<file path="config.mk">
export PLATFORM = sky130hd
export DESIGN_NAME = core_exec
export DESIGN_NICKNAME = d
export VERILOG_FILES = /design/src/core_alu.v /design/src/core_branch.v /design/src/core_exec.v
export VERILOG_INCLUDE_DIRS = /design/src
export SDC_FILE = /design/constraint.sdc
export NUM_CORES = 1
export LEC_CHECK = 0
export BUFFER_PORTS_ARGS = -buffer_cell sky130_fd_sc_hd__buf_2
export CAP_MARGIN = 10
export CORE_MARGIN = 2
export CORE_UTILIZATION = 50
export CTS_BUF_LIST = sky130_fd_sc_hd__clkbuf_8
export CTS_CLUSTER_DIAMETER = 30
export DETAILED_ROUTE_END_ITERATION = 10
export PLACE_DENSITY = 0.77
export REMOVE_ABC_BUFFERS = 1
export SYNTH_ARGS = -nofsm -noshare
export SYNTH_HDL_FRONTEND = slang
export SYNTH_SLANG_ARGS = --single-unit
</file>
<file path="constraint.sdc">
create_clock -name i_clk -period 6.1 [get_ports i_clk]
set_input_delay 1.525 -clock i_clk [delete_from_list [all_inputs] [get_ports i_clk]]
set_output_delay 1.525 -clock i_clk [all_outputs]
set_load 0.03 [all_outputs]
</file>
<file path="src/core_defines.vh">
// Functional notes
// (RULE_01) Add/and/compare/subtract: accumulator plus memory or immediate
// (RULE_02) Clear/decrement/increment reach all 256 data addresses
// (RULE_03) Complement, rotate, shift act on accumulator only
// (RULE_04) Arithmetic/logic take 4 cycles; 1-2 bytes
// (RULE_05) Accumulator arithmetic/logic ops update zero and carry
// (RULE_06) Increment/decrement update zero, keep carry
// (RULE_07) Direct clear: 3 bytes, 4 cycles, flags kept
// (RULE_08) Short-direct increment/decrement are single byte
// (RULE_09) Shift-left is 2 bytes; complement/rotate 1
// (RULE_10) Short branches test C=1, C=0, Z=1, Z=0
// (RULE_11) Short branch: 1 byte, 2 cycles, flags kept
// (RULE_12) Short displacement 5-bit signed, -15 to +16
// (RULE_13) Bit-test branch: 3 bytes, 5 cycles, carry only
// (RULE_14) Bit-test displacement 8-bit signed, -126 to +129
// (RULE_15) Bit set/clear: 3-bit index, 2 bytes, 4 cycles
// (RULE_16) Software avoids bit ops on port registers
// (RULE_17) No-op/return/stop/wait: 1 byte, 2 cycles, flags kept
// (RULE_18) Interrupt return: 1 byte, 2 cycles, restores flags
// (RULE_19) Watchdog selected turns stop into wait
// (RULE_20) Jump and call reach any 12-bit address
// (RULE_21) Bit-test copies tested bit into carry
// (RULE_22) Long target: four opcode bits plus next byte
// (RULE_23) Short-direct registers at 80h-83h; first two pointers
// (RULE_24) Failed branch continues at following instruction
// (RULE_25) Failed branch still takes its full cycle count
`ifndef CORE_DEFINES_VH
`define CORE_DEFINES_VH

// Data space landmarks
`define ACC_ADDR 8'hFF
`define SDIR_BASE 8'h80

// Opcode classes, upper bits of the first byte
`define OPC_JMP 3'h4
`define OPC_BTB 4'hA
`define OPC_BSR 4'hB
`define OPC_ALU 4'hC
`define OPC_IDC 4'hD
`define OPC_MISC 4'hE

// Accumulator/memory operation field and operand modes
`define AOP_ADD 2'h0
`define AOP_AND 2'h1
`define AOP_CP 2'h2
`define AOP_SUB 2'h3
`define MODE_DIR 2'h2
`define MODE_IMM 2'h3

// Inherent operation codes, low nibble of the misc class
`define MISC_COM 4'h0
`define MISC_RLC 4'h1
`define MISC_SLA 4'h2
`define MISC_CLRA 4'h3
`define MISC_CLRR 4'h4
`define MISC_RET 4'h9
`define MISC_INTERRUPT_RETURN 4'hA
`define MISC_STOP 4'hB
`define MISC_WAIT 4'hC

// Arithmetic unit functions
`define FN_ADD 4'h0
`define FN_AND 4'h1
`define FN_SUB 4'h2
`define FN_INC 4'h3
`define FN_DEC 4'h4
`define FN_COM 4'h5
`define FN_RLC 4'h6
`define FN_SLA 4'h7
`define FN_CLR 4'h8
`define FN_PASS 4'h9

// Cycle counts per instruction group
`define CYC_ALU 3'h4
`define CYC_REL 3'h2
`define CYC_BTB 3'h5
`define CYC_BSR 3'h4
`define CYC_CTRL 3'h2
`define CYC_JMP 3'h4

// Instruction lengths in bytes
`define LEN_1 12'h001
`define LEN_2 12'h002
`define LEN_3 12'h003

`endif

</file>
<file path="src/core_alu.v">
`timescale 1ns/10ps
`include "core_defines.vh"

// Byte arithmetic for accumulator and memory operations
module core_alu (
    // Operands
    input wire [7:0] i_a,
    input wire [7:0] i_b,
    input wire i_cin,
    input wire [3:0] i_fn,
    // Result
    output reg [7:0] o_res,
    output reg o_cout
);

    wire [8:0] sum; // Carry out in bit 8
    wire [8:0] diff; // Borrow in bit 8

    assign sum = {1'b0, i_a} + {1'b0, i_b};
    assign diff = {1'b0, i_a} - {1'b0, i_b};

    // One function at a time; carry kept unless the function sets it
    always @* begin
        o_res = i_a;
        o_cout = i_cin;
        case (i_fn)
            `FN_ADD: begin
                o_res = sum[7:0];
                o_cout = sum[8];
            end
            `FN_AND: begin
                o_res = i_a & i_b;
                o_cout = 1'b0;
            end
            `FN_SUB: begin
                // Carry shows a borrow, so it flags a < b
                o_res = diff[7:0];
                o_cout = diff[8];
            end
            `FN_INC: o_res = i_b + 8'h01;
            `FN_DEC: o_res = i_b - 8'h01;
            `FN_COM: begin
                o_res = ~i_a;
                o_cout = i_a[7];
            end
            `FN_RLC: begin
                o_res = {i_a[6:0], i_cin};
                o_cout = i_a[7];
            end
            `FN_SLA: begin
                o_res = {i_a[6:0], 1'b0};
                o_cout = i_a[7];
            end
            `FN_CLR: begin
                o_res = 8'h00;
                o_cout = 1'b0;
            end
            default: o_res = i_a;
        endcase
    end

endmodule

</file>
<file path="src/core_branch.v">
`timescale 1ns/10ps
`include "core_defines.vh"

// Branch conditions and targets, relative to the opcode address
module core_branch (
    // Instruction context
    input wire [11:0] i_pc,
    input wire [7:0] i_op,
    input wire [7:0] i_disp,
    // Tested state
    input wire i_flag_z,
    input wire i_flag_c,
    input wire i_bit,
    // Decisions
    output wire [11:0] o_rel_target,
    output reg o_rel_take,
    output wire [11:0] o_bt_target,
    output wire o_bt_take
);

    // Signed 5-bit step from the next byte gives -15..+16
    assign o_rel_target = i_pc + 12'h001 +
        {{7{i_op[4]}}, i_op[4:0]}; // RULE_12

    // Signed 8-bit step from pc+2 gives -126..+129
    assign o_bt_target = i_pc + 12'h002 +
        {{4{i_disp[7]}}, i_disp}; // RULE_14

    // Low opcode bit names the bit value that takes the branch
    assign o_bt_take = (i_bit == i_op[0]); // RULE_13

    // Condition field picks one of four flag tests
    always @* begin
        case (i_op[6:5])
            2'h0: o_rel_take = ~i_flag_z; // RULE_10
            2'h1: o_rel_take = ~i_flag_c; // RULE_10
            2'h2: o_rel_take = i_flag_z; // RULE_10
            2'h3: o_rel_take = i_flag_c; // RULE_10
            default: o_rel_take = 1'b0;
        endcase
    end

endmodule

</file>
<file path="src/core_exec.v">
`timescale 1ns/10ps
`include "core_defines.vh"

// Fetch, decode and execute of the core instruction groups
module core_exec #(
    parameter DEPTH = 6, // Return address cells
    parameter SP_W = 3
) (
    // Clock and reset
    input wire i_clk,
    input wire i_arst_n,
    // Program memory, combinational read
    output wire [11:0] o_pm_addr,
    input wire [7:0] i_pm_data,
    // Data space, combinational read, write on clock
    output wire [7:0] o_ds_addr,
    output wire [7:0] o_ds_wdata,
    output wire o_ds_we,
    input wire [7:0] i_ds_rdata,
    // System control
    input wire i_watchdog_sel,
    input wire i_wake,
    input wire i_int_req,
    input wire [11:0] i_int_vector,
    output reg o_int_ack,
    output reg o_wait_mode,
    output reg o_stop_mode,
    // Status
    output reg [7:0] o_acc,
    output reg o_flag_z,
    output reg o_flag_c,
    output reg [11:0] o_pc,
    output reg o_instr_done
);

    localparam integer SP_TOP_I = DEPTH - 1; // Top cell, full width
    localparam [SP_W-1:0] SP_TOP = SP_TOP_I[SP_W-1:0];

    reg [2:0] cyc; // Cycle within the instruction
    reg [7:0] op; // Opcode byte
    reg [7:0] b2; // Second byte
    reg [7:0] b3; // Third byte
    reg [7:0] ptr; // Fetched pointer value
    reg [7:0] opv; // Operand value
    reg in_int; // Inside an interrupt routine
    reg save_z; // Flags held over an interrupt
    reg save_c;
    reg [SP_W-1:0] sp; // Next free stack cell
    reg [11:0] stk [0:DEPTH-1];

    // Decode, valid from the second cycle on
    wire cls_rel = ~op[7];
    wire cls_jmp = (op[7:5] == `OPC_JMP);
    wire cls_btb = (op[7:4] == `OPC_BTB);
    wire cls_bsr = (op[7:4] == `OPC_BSR);
    wire cls_alu = (op[7:4] == `OPC_ALU);
    wire cls_idc = (op[7:4] == `OPC_IDC);
    wire cls_misc = (op[7:4] == `OPC_MISC);
    wire [3:0] sub = op[3:0];
    wire is_clrr = cls_misc && (sub == `MISC_CLRR);
    wire is_ret = cls_misc && (sub == `MISC_RET);
    wire is_interrupt_return = cls_misc && (sub == `MISC_INTERRUPT_RETURN);
    wire is_stop = cls_misc && (sub == `MISC_STOP);
    wire is_wait = cls_misc && (sub == `MISC_WAIT);
    // Indirect through the first two short-direct cells
    wire ind = (cls_alu && !op[1]) ||
        (cls_idc && op[2:1] == 2'h2); // RULE_23
    wire sdir = cls_idc && !op[2]; // RULE_08
    wire imm = cls_alu && (op[1:0] == `MODE_IMM);
    wire wr_mem = cls_idc || cls_bsr || is_clrr;

    // Operand address: pointer, short-direct cell or second byte
    wire [7:0] opnd_addr = ind ? ptr :
        sdir ? (`SDIR_BASE | {6'h00, op[1:0]}) : b2; // RULE_02 RULE_23
    wire opnd_acc = (opnd_addr == `ACC_ADDR);

    reg [2:0] ncyc; // Cycle count of this instruction
    reg [11:0] nlen; // Byte length of this instruction
    reg [3:0] fn; // Arithmetic unit function
    reg upd_z; // Zero flag follows the result
    reg upd_c; // Carry flag follows the result
    reg wr_acc; // Result goes to the accumulator

    // Group decode: length, timing, function and flag effects
    always @* begin
        ncyc = `CYC_CTRL; // RULE_17
        nlen = `LEN_1; // RULE_17
        fn = `FN_PASS;
        upd_z = 1'b0;
        upd_c = 1'b0;
        wr_acc = 1'b0;
        if (cls_rel) begin
            ncyc = `CYC_REL; // RULE_11 RULE_25
        end else if (cls_jmp) begin
            ncyc = `CYC_JMP;
            nlen = `LEN_2;
        end else if (cls_btb) begin
            ncyc = `CYC_BTB; // RULE_13 RULE_25
            nlen = `LEN_3; // RULE_13
        end else if (cls_bsr) begin
            ncyc = `CYC_BSR; // RULE_15
            nlen = `LEN_2; // RULE_15
        end else if (cls_alu) begin
            // Accumulator is always the first operand
            ncyc = `CYC_ALU; // RULE_04
            nlen = ind ? `LEN_1 : `LEN_2; // RULE_04
            upd_z = 1'b1; // RULE_05
            upd_c = 1'b1; // RULE_05
            wr_acc = (op[3:2] != `AOP_CP); // RULE_01
            case (op[3:2])
                `AOP_ADD: fn = `FN_ADD; // RULE_01
                `AOP_AND: fn = `FN_AND; // RULE_01
                default: fn = `FN_SUB; // RULE_01
            endcase
        end else if (cls_idc) begin
            ncyc = `CYC_ALU; // RULE_04
            nlen = (op[2:1] == 2'h3) ? `LEN_2 : `LEN_1; // RULE_08
            fn = op[3] ? `FN_DEC : `FN_INC;
            upd_z = 1'b1; // RULE_06
        end else if (cls_misc) begin
            case (sub)
                `MISC_COM: begin
                    ncyc = `CYC_ALU; // RULE_04
                    fn = `FN_COM; // RULE_03
                end
                `MISC_RLC: begin
                    ncyc = `CYC_ALU; // RULE_04
                    fn = `FN_RLC; // RULE_03
                end
                `MISC_SLA: begin
                    ncyc = `CYC_ALU; // RULE_09
                    nlen = `LEN_2; // RULE_09
                    fn = `FN_SLA; // RULE_03
                end
                `MISC_CLRA: begin
                    ncyc = `CYC_ALU;
                    nlen = `LEN_2; // RULE_07
                    fn = `FN_CLR;
                end
                `MISC_CLRR: begin
                    // Memory clear leaves both flags alone
                    ncyc = `CYC_ALU; // RULE_07
                    nlen = `LEN_3; // RULE_07
                    fn = `FN_CLR; // RULE_07
                end
                default: ncyc = `CYC_CTRL; // RULE_17
            endcase
            if (sub <= `MISC_CLRA) begin
                upd_z = 1'b1; // RULE_05
                upd_c = 1'b1; // RULE_05
                wr_acc = 1'b1; // RULE_03
            end
        end
    end

    wire [7:0] alu_b = imm ? b2 : opv; // RULE_01
    wire [7:0] alu_res;
    wire alu_c;

    // Shared byte arithmetic
    core_alu u_alu (
        .i_a(o_acc),
        .i_b(alu_b),
        .i_cin(o_flag_c),
        .i_fn(fn),
        .o_res(alu_res),
        .o_cout(alu_c)
    );

    wire tbit = opv[op[3:1]]; // Bit under test
    wire [11:0] rel_target;
    wire [11:0] bt_target;
    wire rel_take;
    wire bt_take;

    // Branch decisions against the opcode address
    core_branch u_branch (
        .i_pc(o_pc),
        .i_op(op),
        .i_disp(b3),
        .i_flag_z(o_flag_z),
        .i_flag_c(o_flag_c),
        .i_bit(tbit),
        .o_rel_target(rel_target),
        .o_rel_take(rel_take),
        .o_bt_target(bt_target),
        .o_bt_take(bt_take)
    );

    // Bit set or clear of the fetched byte
    reg [7:0] bit_res;
    integer k;
    always @* begin
        bit_res = opv;
        for (k = 0; k < 8; k = k + 1) begin
            if (k == op[3:1]) begin
                bit_res[k] = op[0]; // RULE_15
            end
        end
    end

    wire sleeping = o_wait_mode | o_stop_mode;
    wire last = (cyc != 3'h0) && (cyc == ncyc - 3'h1);
    wire [7:0] mem_res = cls_bsr ? bit_res : alu_res;
    wire [11:0] seq_pc = o_pc + nlen;
    wire [SP_W-1:0] sp_up = (sp == SP_TOP) ? {SP_W{1'b0}} : sp + 1'b1;
    wire [SP_W-1:0] sp_dn = (sp == {SP_W{1'b0}}) ? SP_TOP : sp - 1'b1;
    // Jumps and stack users defer an interrupt, so one push per end
    wire take_int = last && i_int_req && !in_int &&
        !cls_jmp && !is_ret && !is_interrupt_return;
    wire push = take_int || (last && cls_jmp && !op[4]);
    // Flags as committed, so an interrupt saves the finished result
    wire next_z = is_interrupt_return ? save_z :
        upd_z ? (alu_res == 8'h00) : o_flag_z; // RULE_05 RULE_06 RULE_18
    wire next_c = is_interrupt_return ? save_c : cls_btb ? tbit : // RULE_21
        upd_c ? alu_c : o_flag_c; // RULE_05 RULE_18

    // Fetch walks bytes of the current instruction
    assign o_pm_addr = o_pc + {9'h000, cyc};
    // Second cycle reads a pointer cell, later ones the operand
    assign o_ds_addr = (cyc == 3'h1) ?
        (`SDIR_BASE | {7'h00, op[0]}) : opnd_addr; // RULE_23
    assign o_ds_wdata = mem_res;
    assign o_ds_we = last && wr_mem && !opnd_acc; // RULE_02

    // Next program counter at the end of an instruction
    reg [11:0] next_pc;
    always @* begin
        next_pc = seq_pc;
        if (cls_rel) begin
            next_pc = rel_take ? rel_target : seq_pc; // RULE_24
        end else if (cls_btb) begin
            next_pc = bt_take ? bt_target : seq_pc; // RULE_13 RULE_24
        end else if (cls_jmp) begin
            next_pc = {op[3:0], b2}; // RULE_20 RULE_22
        end else if (is_ret || is_interrupt_return) begin
            next_pc = stk[sp_dn];
        end
    end

    // Return stack cells, no reset needed
    always @(posedge i_clk) begin
        if (push) begin
            stk[sp] <= (cls_jmp && !op[4]) ? seq_pc : next_pc;
        end
    end

    // Sequencer, operand capture and architectural state
    always @(posedge i_clk or negedge i_arst_n) begin
        if (!i_arst_n) begin
            cyc <= 3'h0;
            op <= 8'h00;
            b2 <= 8'h00;
            b3 <= 8'h00;
            ptr <= 8'h00;
            opv <= 8'h00;
            in_int <= 1'b0;
            save_z <= 1'b0;
            save_c <= 1'b0;
            sp <= {SP_W{1'b0}};
            o_acc <= 8'h00;
            o_flag_z <= 1'b0;
            o_flag_c <= 1'b0;
            o_pc <= 12'h000;
            o_wait_mode <= 1'b0;
            o_stop_mode <= 1'b0;
            o_int_ack <= 1'b0;
            o_instr_done <= 1'b0;
        end else begin
            o_int_ack <= take_int;
            o_instr_done <= last;
            if (sleeping) begin
                // Held at a boundary until woken
                if (i_wake || i_int_req) begin
                    o_wait_mode <= 1'b0;
                    o_stop_mode <= 1'b0;
                end
            end else if (cyc == 3'h0) begin
                op <= i_pm_data;
                cyc <= 3'h1;
            end else begin
                if (cyc == 3'h1) begin
                    b2 <= i_pm_data;
                    ptr <= i_ds_rdata;
                end
                if (cyc == 3'h2) begin
                    b3 <= i_pm_data;
                    opv <= opnd_acc ? o_acc : i_ds_rdata;
                end
                // Non-final cycles pad timing regardless of outcome
                cyc <= last ? 3'h0 : cyc + 3'h1; // RULE_25
            end
            if (last) begin
                // Return address stays in next_pc for the push
                o_pc <= take_int ? i_int_vector : next_pc;
                if (push) begin
                    sp <= sp_up;
                end else if (is_ret || is_interrupt_return) begin
                    sp <= sp_dn;
                end
                if (wr_acc || (wr_mem && opnd_acc)) begin
                    o_acc <= mem_res; // RULE_02
                end
                // Flags follow the decode, or come back on interrupt return
                o_flag_z <= next_z; // RULE_05 RULE_06 RULE_18
                o_flag_c <= next_c; // RULE_05 RULE_21 RULE_18
                if (is_interrupt_return) begin
                    in_int <= 1'b0;
                end
                // Watchdog turns a stop into a wait
                if (is_wait || (is_stop && i_watchdog_sel)) begin
                    o_wait_mode <= 1'b1; // RULE_19
                end else if (is_stop) begin
                    o_stop_mode <= 1'b1;
                end
                if (take_int) begin
                    in_int <= 1'b1;
                    save_z <= next_z;
                    save_c <= next_c;
                end
            end
        end
    end

endmodule

</file>
==> reports/results.tsv, run 1 <==
metric	value	unit
cts_made_buffers	17	
clkTransAtPathRegs	0.10	ns
cts-root-buf	clkbuf_8	
skew	0.0210	ns
drcViolationCount	0	
required	4.58	ns
crit_arrival	4.31	ns
n_fill_cell	1845	
ys_warn_count	0	
synth_most_common_cell	nand2_1	
synthTopCellsByCount	nand2_1, nor2_1, dfrtp_1	
dieArea	22600	um^2
dpl.hpwl	24400	um
slew_headroom	19.5	%
r2r-start	op[4]$_DFFE_PN0P_	
hold_buffers	0	
multi_input_area	6300	um^2
cts_sinks	147	
insertedDiodeCount	0	
rsz0062_at_grt	false	
postRouteWirelength	33000	um
reg2reg_slack	1.50	ns
hold_viol	0	
slew_violations	0	
synth_area_per_cell	9.80	um^2
cp-end-kind	output port	
synth_ff_type	dfrtp_1	
io_pins	88	
fin_hold_ws	0.492	ns
hp-start	save_c$_DFFE_PN0P_	
grt_pass1_vias	8806	
ys_top_cells_by_area	edfxtp_1, dfrtp_1, ha_1	
async_reset_ff_share	51.0	%
reg2reg_depth	11	
max_freq	171	MHz
routedWlPerCell	22.6	um
hp-class	reg -> reg	
regArea	4050	um^2
synth_top_area_cell	edfxtp_1	
clk_latency	0.49	ns
syn_inst	1095	
post-route-period-util	95.6	%
cts_tree	done	
drt_iter0_markers	1110	
die_y	150	um
clock_path_buffers	2	
synth_seq_cells	147	
hold_end	save_c$_DFFE_PN0P_	
start_util	51.0	%
num_vias	9354	
start_kind	flip-flop	
cts-htree-levels	4	
grt_max_degree	76	
cp_max_fo	17	
ant_nets	0	
finalSetupViolations	0	
grt_pass1_wl	50500	um
tns	0	ns
ys_seq_area_share	37.6	%
gp_congestion	0.989	
drt_pre_antenna_iters	5	
row_count	53	
outcome	complete, no violations	
fp.dieW	150	um
maxCapViolCount	0	
r2r_end	stk[3][1]$_DFFE_PP_	
grt_use_total	29.7	%
portBuffers	87	
fin_crit	5.83	ns
final_layout_size_suffix_gt1_share	19.4	%
overflow	0	
nNetsFinal	1275	
netlist_area	10700	um^2
core_area	21000	um^2
synth_cell_types	90	
worst_pin_slew	1.20	ns
critPathKind	reg -> out	
synth-edff-count	72	
avgViaCountPerCell	6.42	
areaGrowthSynthToFinish	10.5	%
synth_top_cell_area_share	20.2	%
antenna_found_initial	1	
whs_path_depth	2	
## kinds of logic (layout without fill, tap and decap cells)
family                   count (synthesis)  count (layout)  synth area share, %
AO/OA/AOI/OAI                          283             283                 18.1
adder cells (fa/ha/maj)                 72              72                 8.89
AND/OR/NAND/NOR                        347             347                 15.7
flip-flops                             147             147                 37.6
multiplexers                            95              95                 11.1
XOR/XNOR                                54              54                 4.61
buffers and inverters                   97             185                 3.92
## placed cells by master, fill, tap and decap left out, types with 7 or more instances in the layout
| cell type | Yosys | layout |
|---|---|---|
| or3_1 | 10 | 10 |
| edfxtp_1 | 72 | 72 |
| o221ai_1 | 8 | 8 |
| nand2b_1 | 14 | 14 |
| xnor2_1 | 37 | 37 |
| nor3_1 | 37 | 36 |
| ha_1 | 65 | 65 |
| inv_1 | 41 | 41 |
| mux2i_1 | 35 | 35 |
| fa_1 | 7 | 7 |
| buf_2 | 19 | 86 |
| nand3_1 | 31 | 31 |
| nor2b_1 | 10 | 9 |
| mux2_2 | 42 | 42 |
| xor2_1 | 15 | 15 |
| mux4_2 | 14 | 14 |
| a211oi_1 | 12 | 12 |
| nand2_1 | 97 | 97 |
| a21o_1 | 10 | 10 |
| o21ai_0 | 59 | 59 |
| o21ai_1 | 11 | 11 |
| buf_4 | 8 | 23 |
| a221o_1 | 8 | 8 |
| o22ai_1 | 9 | 9 |
| o211ai_1 | 18 | 18 |
| dfrtp_1 | 75 | 70 |
| a21oi_1 | 71 | 71 |
| a31oi_1 | 8 | 7 |
| and3_1 | 13 | 13 |
| clkbuf_8 | 0 | 17 |
| nor2_1 | 93 | 93 |
## metal layers
metal / GRT usage (%) / vias up / share of wire [%]
met4: 8.49 / 0 / 2.4
met3: 6.12 / 68 / 10
li1: - / 4239 / -
met2: 44.6 / 532 / 44
met1: 43.3 / 4515 / 43
met5: 0 / - / 0
## per-stage QoR
stage / util, % / worst slack (ns) / cells / instance area, um^2
floorplan: - / 0.960 / 1042 / 10500
global placement: 54.3 / 0.763 / 1423 / 11400
detailed placement: 54.3 / 0.685 / 1423 / 11400
CTS: 56.2 / 0.145 / 1455 / 11800
global route: 56.4 / 0.0217 / 1458 / 11900
finish: 56.4 / 0.269 / 1458 / 11900
## layout make-up
type                            instances  area share, %
Clock buffer                           17           1.97
Multi-Input combinational cell        851           53.1
Tap cell                              275           2.90
Timing Repair Buffer                  109           5.08
Clock inverter                         15           1.39
Inverter                               44           1.39
Sequential cell                       147           34.1
## worst max-delay path by stage
stage / startpoint / endpoint / slack (ns) / cells after the start
final: op[3]$_DFFE_PN0P_ / o_ds_wdata[6] / 0.27 / 14
after detailed placement: op[7]$_DFFE_PN0P_ / o_ds_wdata[6] / 0.68 / 13
after floorplan: op[1]$_DFFE_PN0P_ / o_ds_wdata[6] / 0.96 / 11
after global routing: op[5]$_DFFE_PN0P_ / o_ds_wdata[6] / 0.02 / 15
after global placement: op[7]$_DFFE_PN0P_ / o_ds_wdata[6] / 0.76 / 13
after CTS: op[7]$_DFFE_PN0P_ / o_ds_wdata[6] / 0.14 / 13
## critical path: stages, from the launching register on
cell	delay [ns]
dfrtp_1	0.63
or2_1	0.44
o32ai_4	0.39
a2111oi_4	0.07
buf_4	0.18
buf_4	0.14
fa_1	0.48
a211oi_1	0.28
o21bai_1	0.13
mux2i_1	0.13
o21ai_0	0.20
nand2_1	0.07
o32ai_1	0.34
a21oi_1	0.14
buf_2	0.20
## what timing repair did
| item | CTS | global route |
|---|---|---|
| setup buffers | 0 | 3 |
| endpoints found under the setup margin | 0 | 5 |
| resized for setup | 0 | 7 |
## flip-flops by register name, indices dropped and copies added (netlist names)
signal        cells
opv               8
o_flag_c          1
o_wait_mode       1
o_instr_done      1
save_c            1
ptr               8
stk              72
o_pc             12
sp                3
op                8
o_flag_z          1
o_stop_mode       1
in_int            1
o_int_ack         1
b3                8
cyc               3
save_z            1
b2                8
o_acc             8
Power of run 1 is left out: the tool's default activity adds up to more than one toggle a clock period on the data nets, which glitch-free logic cannot reach.
==> run 2: changes to the inputs <==
--- a/config.mk
+++ b/config.mk
@@ -10,8 +10,8 @@
 export CAP_MARGIN = 10
 export CORE_MARGIN = 2
 export CORE_UTILIZATION = 50
-export CTS_BUF_LIST = sky130_fd_sc_hd__clkbuf_8
-export CTS_CLUSTER_DIAMETER = 30
+export CTS_BUF_LIST = sky130_fd_sc_hd__clkbuf_2
+export CTS_CLUSTER_DIAMETER = 50
 export DETAILED_ROUTE_END_ITERATION = 10
 export PLACE_DENSITY = 0.77
 export REMOVE_ABC_BUFFERS = 1
==> reports/results.tsv, run 2 (synthesized netlist as in run 1, its figures left out) <==
metric	value	unit	change
core_area	21000	um^2	unchanged
place_area	11400	um^2	unchanged
n_fill_cell	1863		+0.98%
finalSetupViolations	0		unchanged
cp_max_fo	15		-2
grt_use_total	29.6	%	-0.044 points
avgViaCountPerCell	6.38		-0.56%
cts_made_buffers	17		unchanged
cts-root-buf	clkbuf_2		
row_count	53		unchanged
fin_hold_ws	0.524	ns	+0.0317 ns
place_ws	0.685	ns	unchanged
whs_path_depth	2		unchanged
clk_latency	0.81	ns	+0.32 ns
grt_pass1_vias	8755		-0.58%
antenna_found_initial	1		unchanged
cp-end-kind	output port		
layout_commonest_cell	nand2_1		
start_util	51.0	%	unchanged
final_layout_size_suffix_gt1_share	21.7	%	+2.3 points
routedWlPerCell	22.5	um	-0.74%
clock_path_buffers	2		unchanged
gp_congestion	0.989		unchanged
hold_buffers	0		unchanged
startpoint	op[0]$_DFFE_PN0P_		
clkTransAtPathRegs	0.26	ns	+0.16 ns
start_kind	flip-flop		
rsz0062_at_grt	false		
portBuffers	87		unchanged
drcViolationCount	0		unchanged
drt_pre_antenna_iters	5		unchanged
setup_slack	0.214	ns	-0.0545 ns
outcome	complete, no violations		
slew_violations	0		unchanged
required	4.58	ns	about the same
skew	0.0597	ns	+0.0386 ns
reg2reg_slack	1.37	ns	-0.13 ns
die_y	150	um	unchanged
io_pins	88		unchanged
critPathKind	reg -> out		
overflow	0		unchanged
maxCapViolCount	0		unchanged
final_cell_mix	nand2_1, nor2_1, buf_2		
ant_nets	0		unchanged
r2r-start	op[7]$_DFFE_PN0P_		
reg2reg_depth	15		+4
regMostFlops	stk		
fp.dieW	150	um	unchanged
cts-htree-levels	4		unchanged
grt_max_degree	76		unchanged
areaGrowthSynthToFinish	11.1	%	
crit_end	o_ds_wdata[6]		
fin_crit	5.89	ns	+0.0545 ns
num_vias	9436		+0.88%
cts_tree	done		
hp-class	reg -> reg		
hold_viol	0		unchanged
crit_arrival	4.36	ns	+0.05 ns
nNetsFinal	1295		+1.6%
slew_headroom	15.2	%	-4.3 points
reg_top3	stk (72), o_pc (12)		
worst_pin_slew	1.26	ns	+0.0633 ns
postLayoutCellArea	11900	um^2	+0.52%
r2r_end	stk[3][8]$_DFFE_PP_		
drt_iter0_markers	999		-10%
post-route-period-util	96.5	%	+0.89 points
cts_sinks	147		unchanged
tns	0	ns	unchanged
dieArea	22600	um^2	unchanged
dpl.hpwl	24400	um	unchanged
grt_pass1_wl	50500	um	+0.12%
max_freq	170	MHz	-0.93%
largest_register_ffs	72		unchanged
postRouteWirelength	33200	um	+0.68%
run 2: cell count changes in the layout (fill, tap and decap cells not counted), sizes merged:
cell | before | now
diode | 0 | 1
buf | 109 | 129
run 2: what timing repair did:
item | in CTS | in global routing
pin swaps | 1 | 2
resized for setup | 8 | 14
setup buffers | 4 | 19
cloned | 0 | 0
setup endpoints to repair | 5 | 5
run 2: final cells by class:
class	instances	area (um^2)	area share, %
Antenna cell	1	2.50	0.0210
Clock buffer	17	85.1	0.714
Multi-Input combinational cell	851	6350	53.3
Tap cell	275	344	2.89
Sequential cell	147	4050	34.0
Inverter	44	165	1.39
Clock inverter	15	165	1.39
Timing Repair Buffer	129	753	6.32
run 2: how the worst min path moves through the flow:
stage	from	endpoint
final	save_c$_DFFE_PN0P_	save_c$_DFFE_PN0P_
after global routing	b3[1]$_DFFE_PN0P_	b3[1]$_DFFE_PN0P_
after CTS	save_c$_DFFE_PN0P_	save_c$_DFFE_PN0P_
after detailed placement	save_c$_DFFE_PN0P_	save_c$_DFFE_PN0P_
after global placement	save_c$_DFFE_PN0P_	save_c$_DFFE_PN0P_
after floorplan	save_c$_DFFE_PN0P_	save_c$_DFFE_PN0P_
run 2: routing by layer:
| layer | track usage, % | vias to the layer above | share of wire (%) | wire length [um] |
|---|---|---|---|---|
| met5 | 0 | - | 0 | 0 |
| met1 | 44.0 | 4623 | 45 | 14800 |
| met3 | 5.94 | 60 | 8.6 | 2870 |
| met4 | 6.60 | 0 | 2.1 | 688 |
| li1 | - | 4288 | - | - |
| met2 | 44.8 | 465 | 45 | 14900 |
run 2: metrics by stage:
| stage | utilization (%) | cells |
|---|---|---|
| after global placement | 54.3 | 1423 |
| after detailed placement | 54.3 | 1423 |
| after CTS | 55.8 | 1459 |
| final | 56.7 | 1479 |
| after floorplan | - | 1042 |
| after global routing | 56.7 | 1479 |
run 2: worst max-delay path: stages (launching register included):
cell and delay, ns:
dfrtp_2 0.60, nand2_1 0.27, nor2_4 0.24, buf_4 0.16, buf_4 0.10, mux2_2 0.39
ha_2 0.43, inv_1 0.10, a21oi_1 0.18, o31ai_2 0.11, xnor2_1 0.14, o22ai_1 0.25
o32ai_2 0.13, a21oi_1 0.24, buf_2 0.23
Power of run 2 is left out for the same reason.
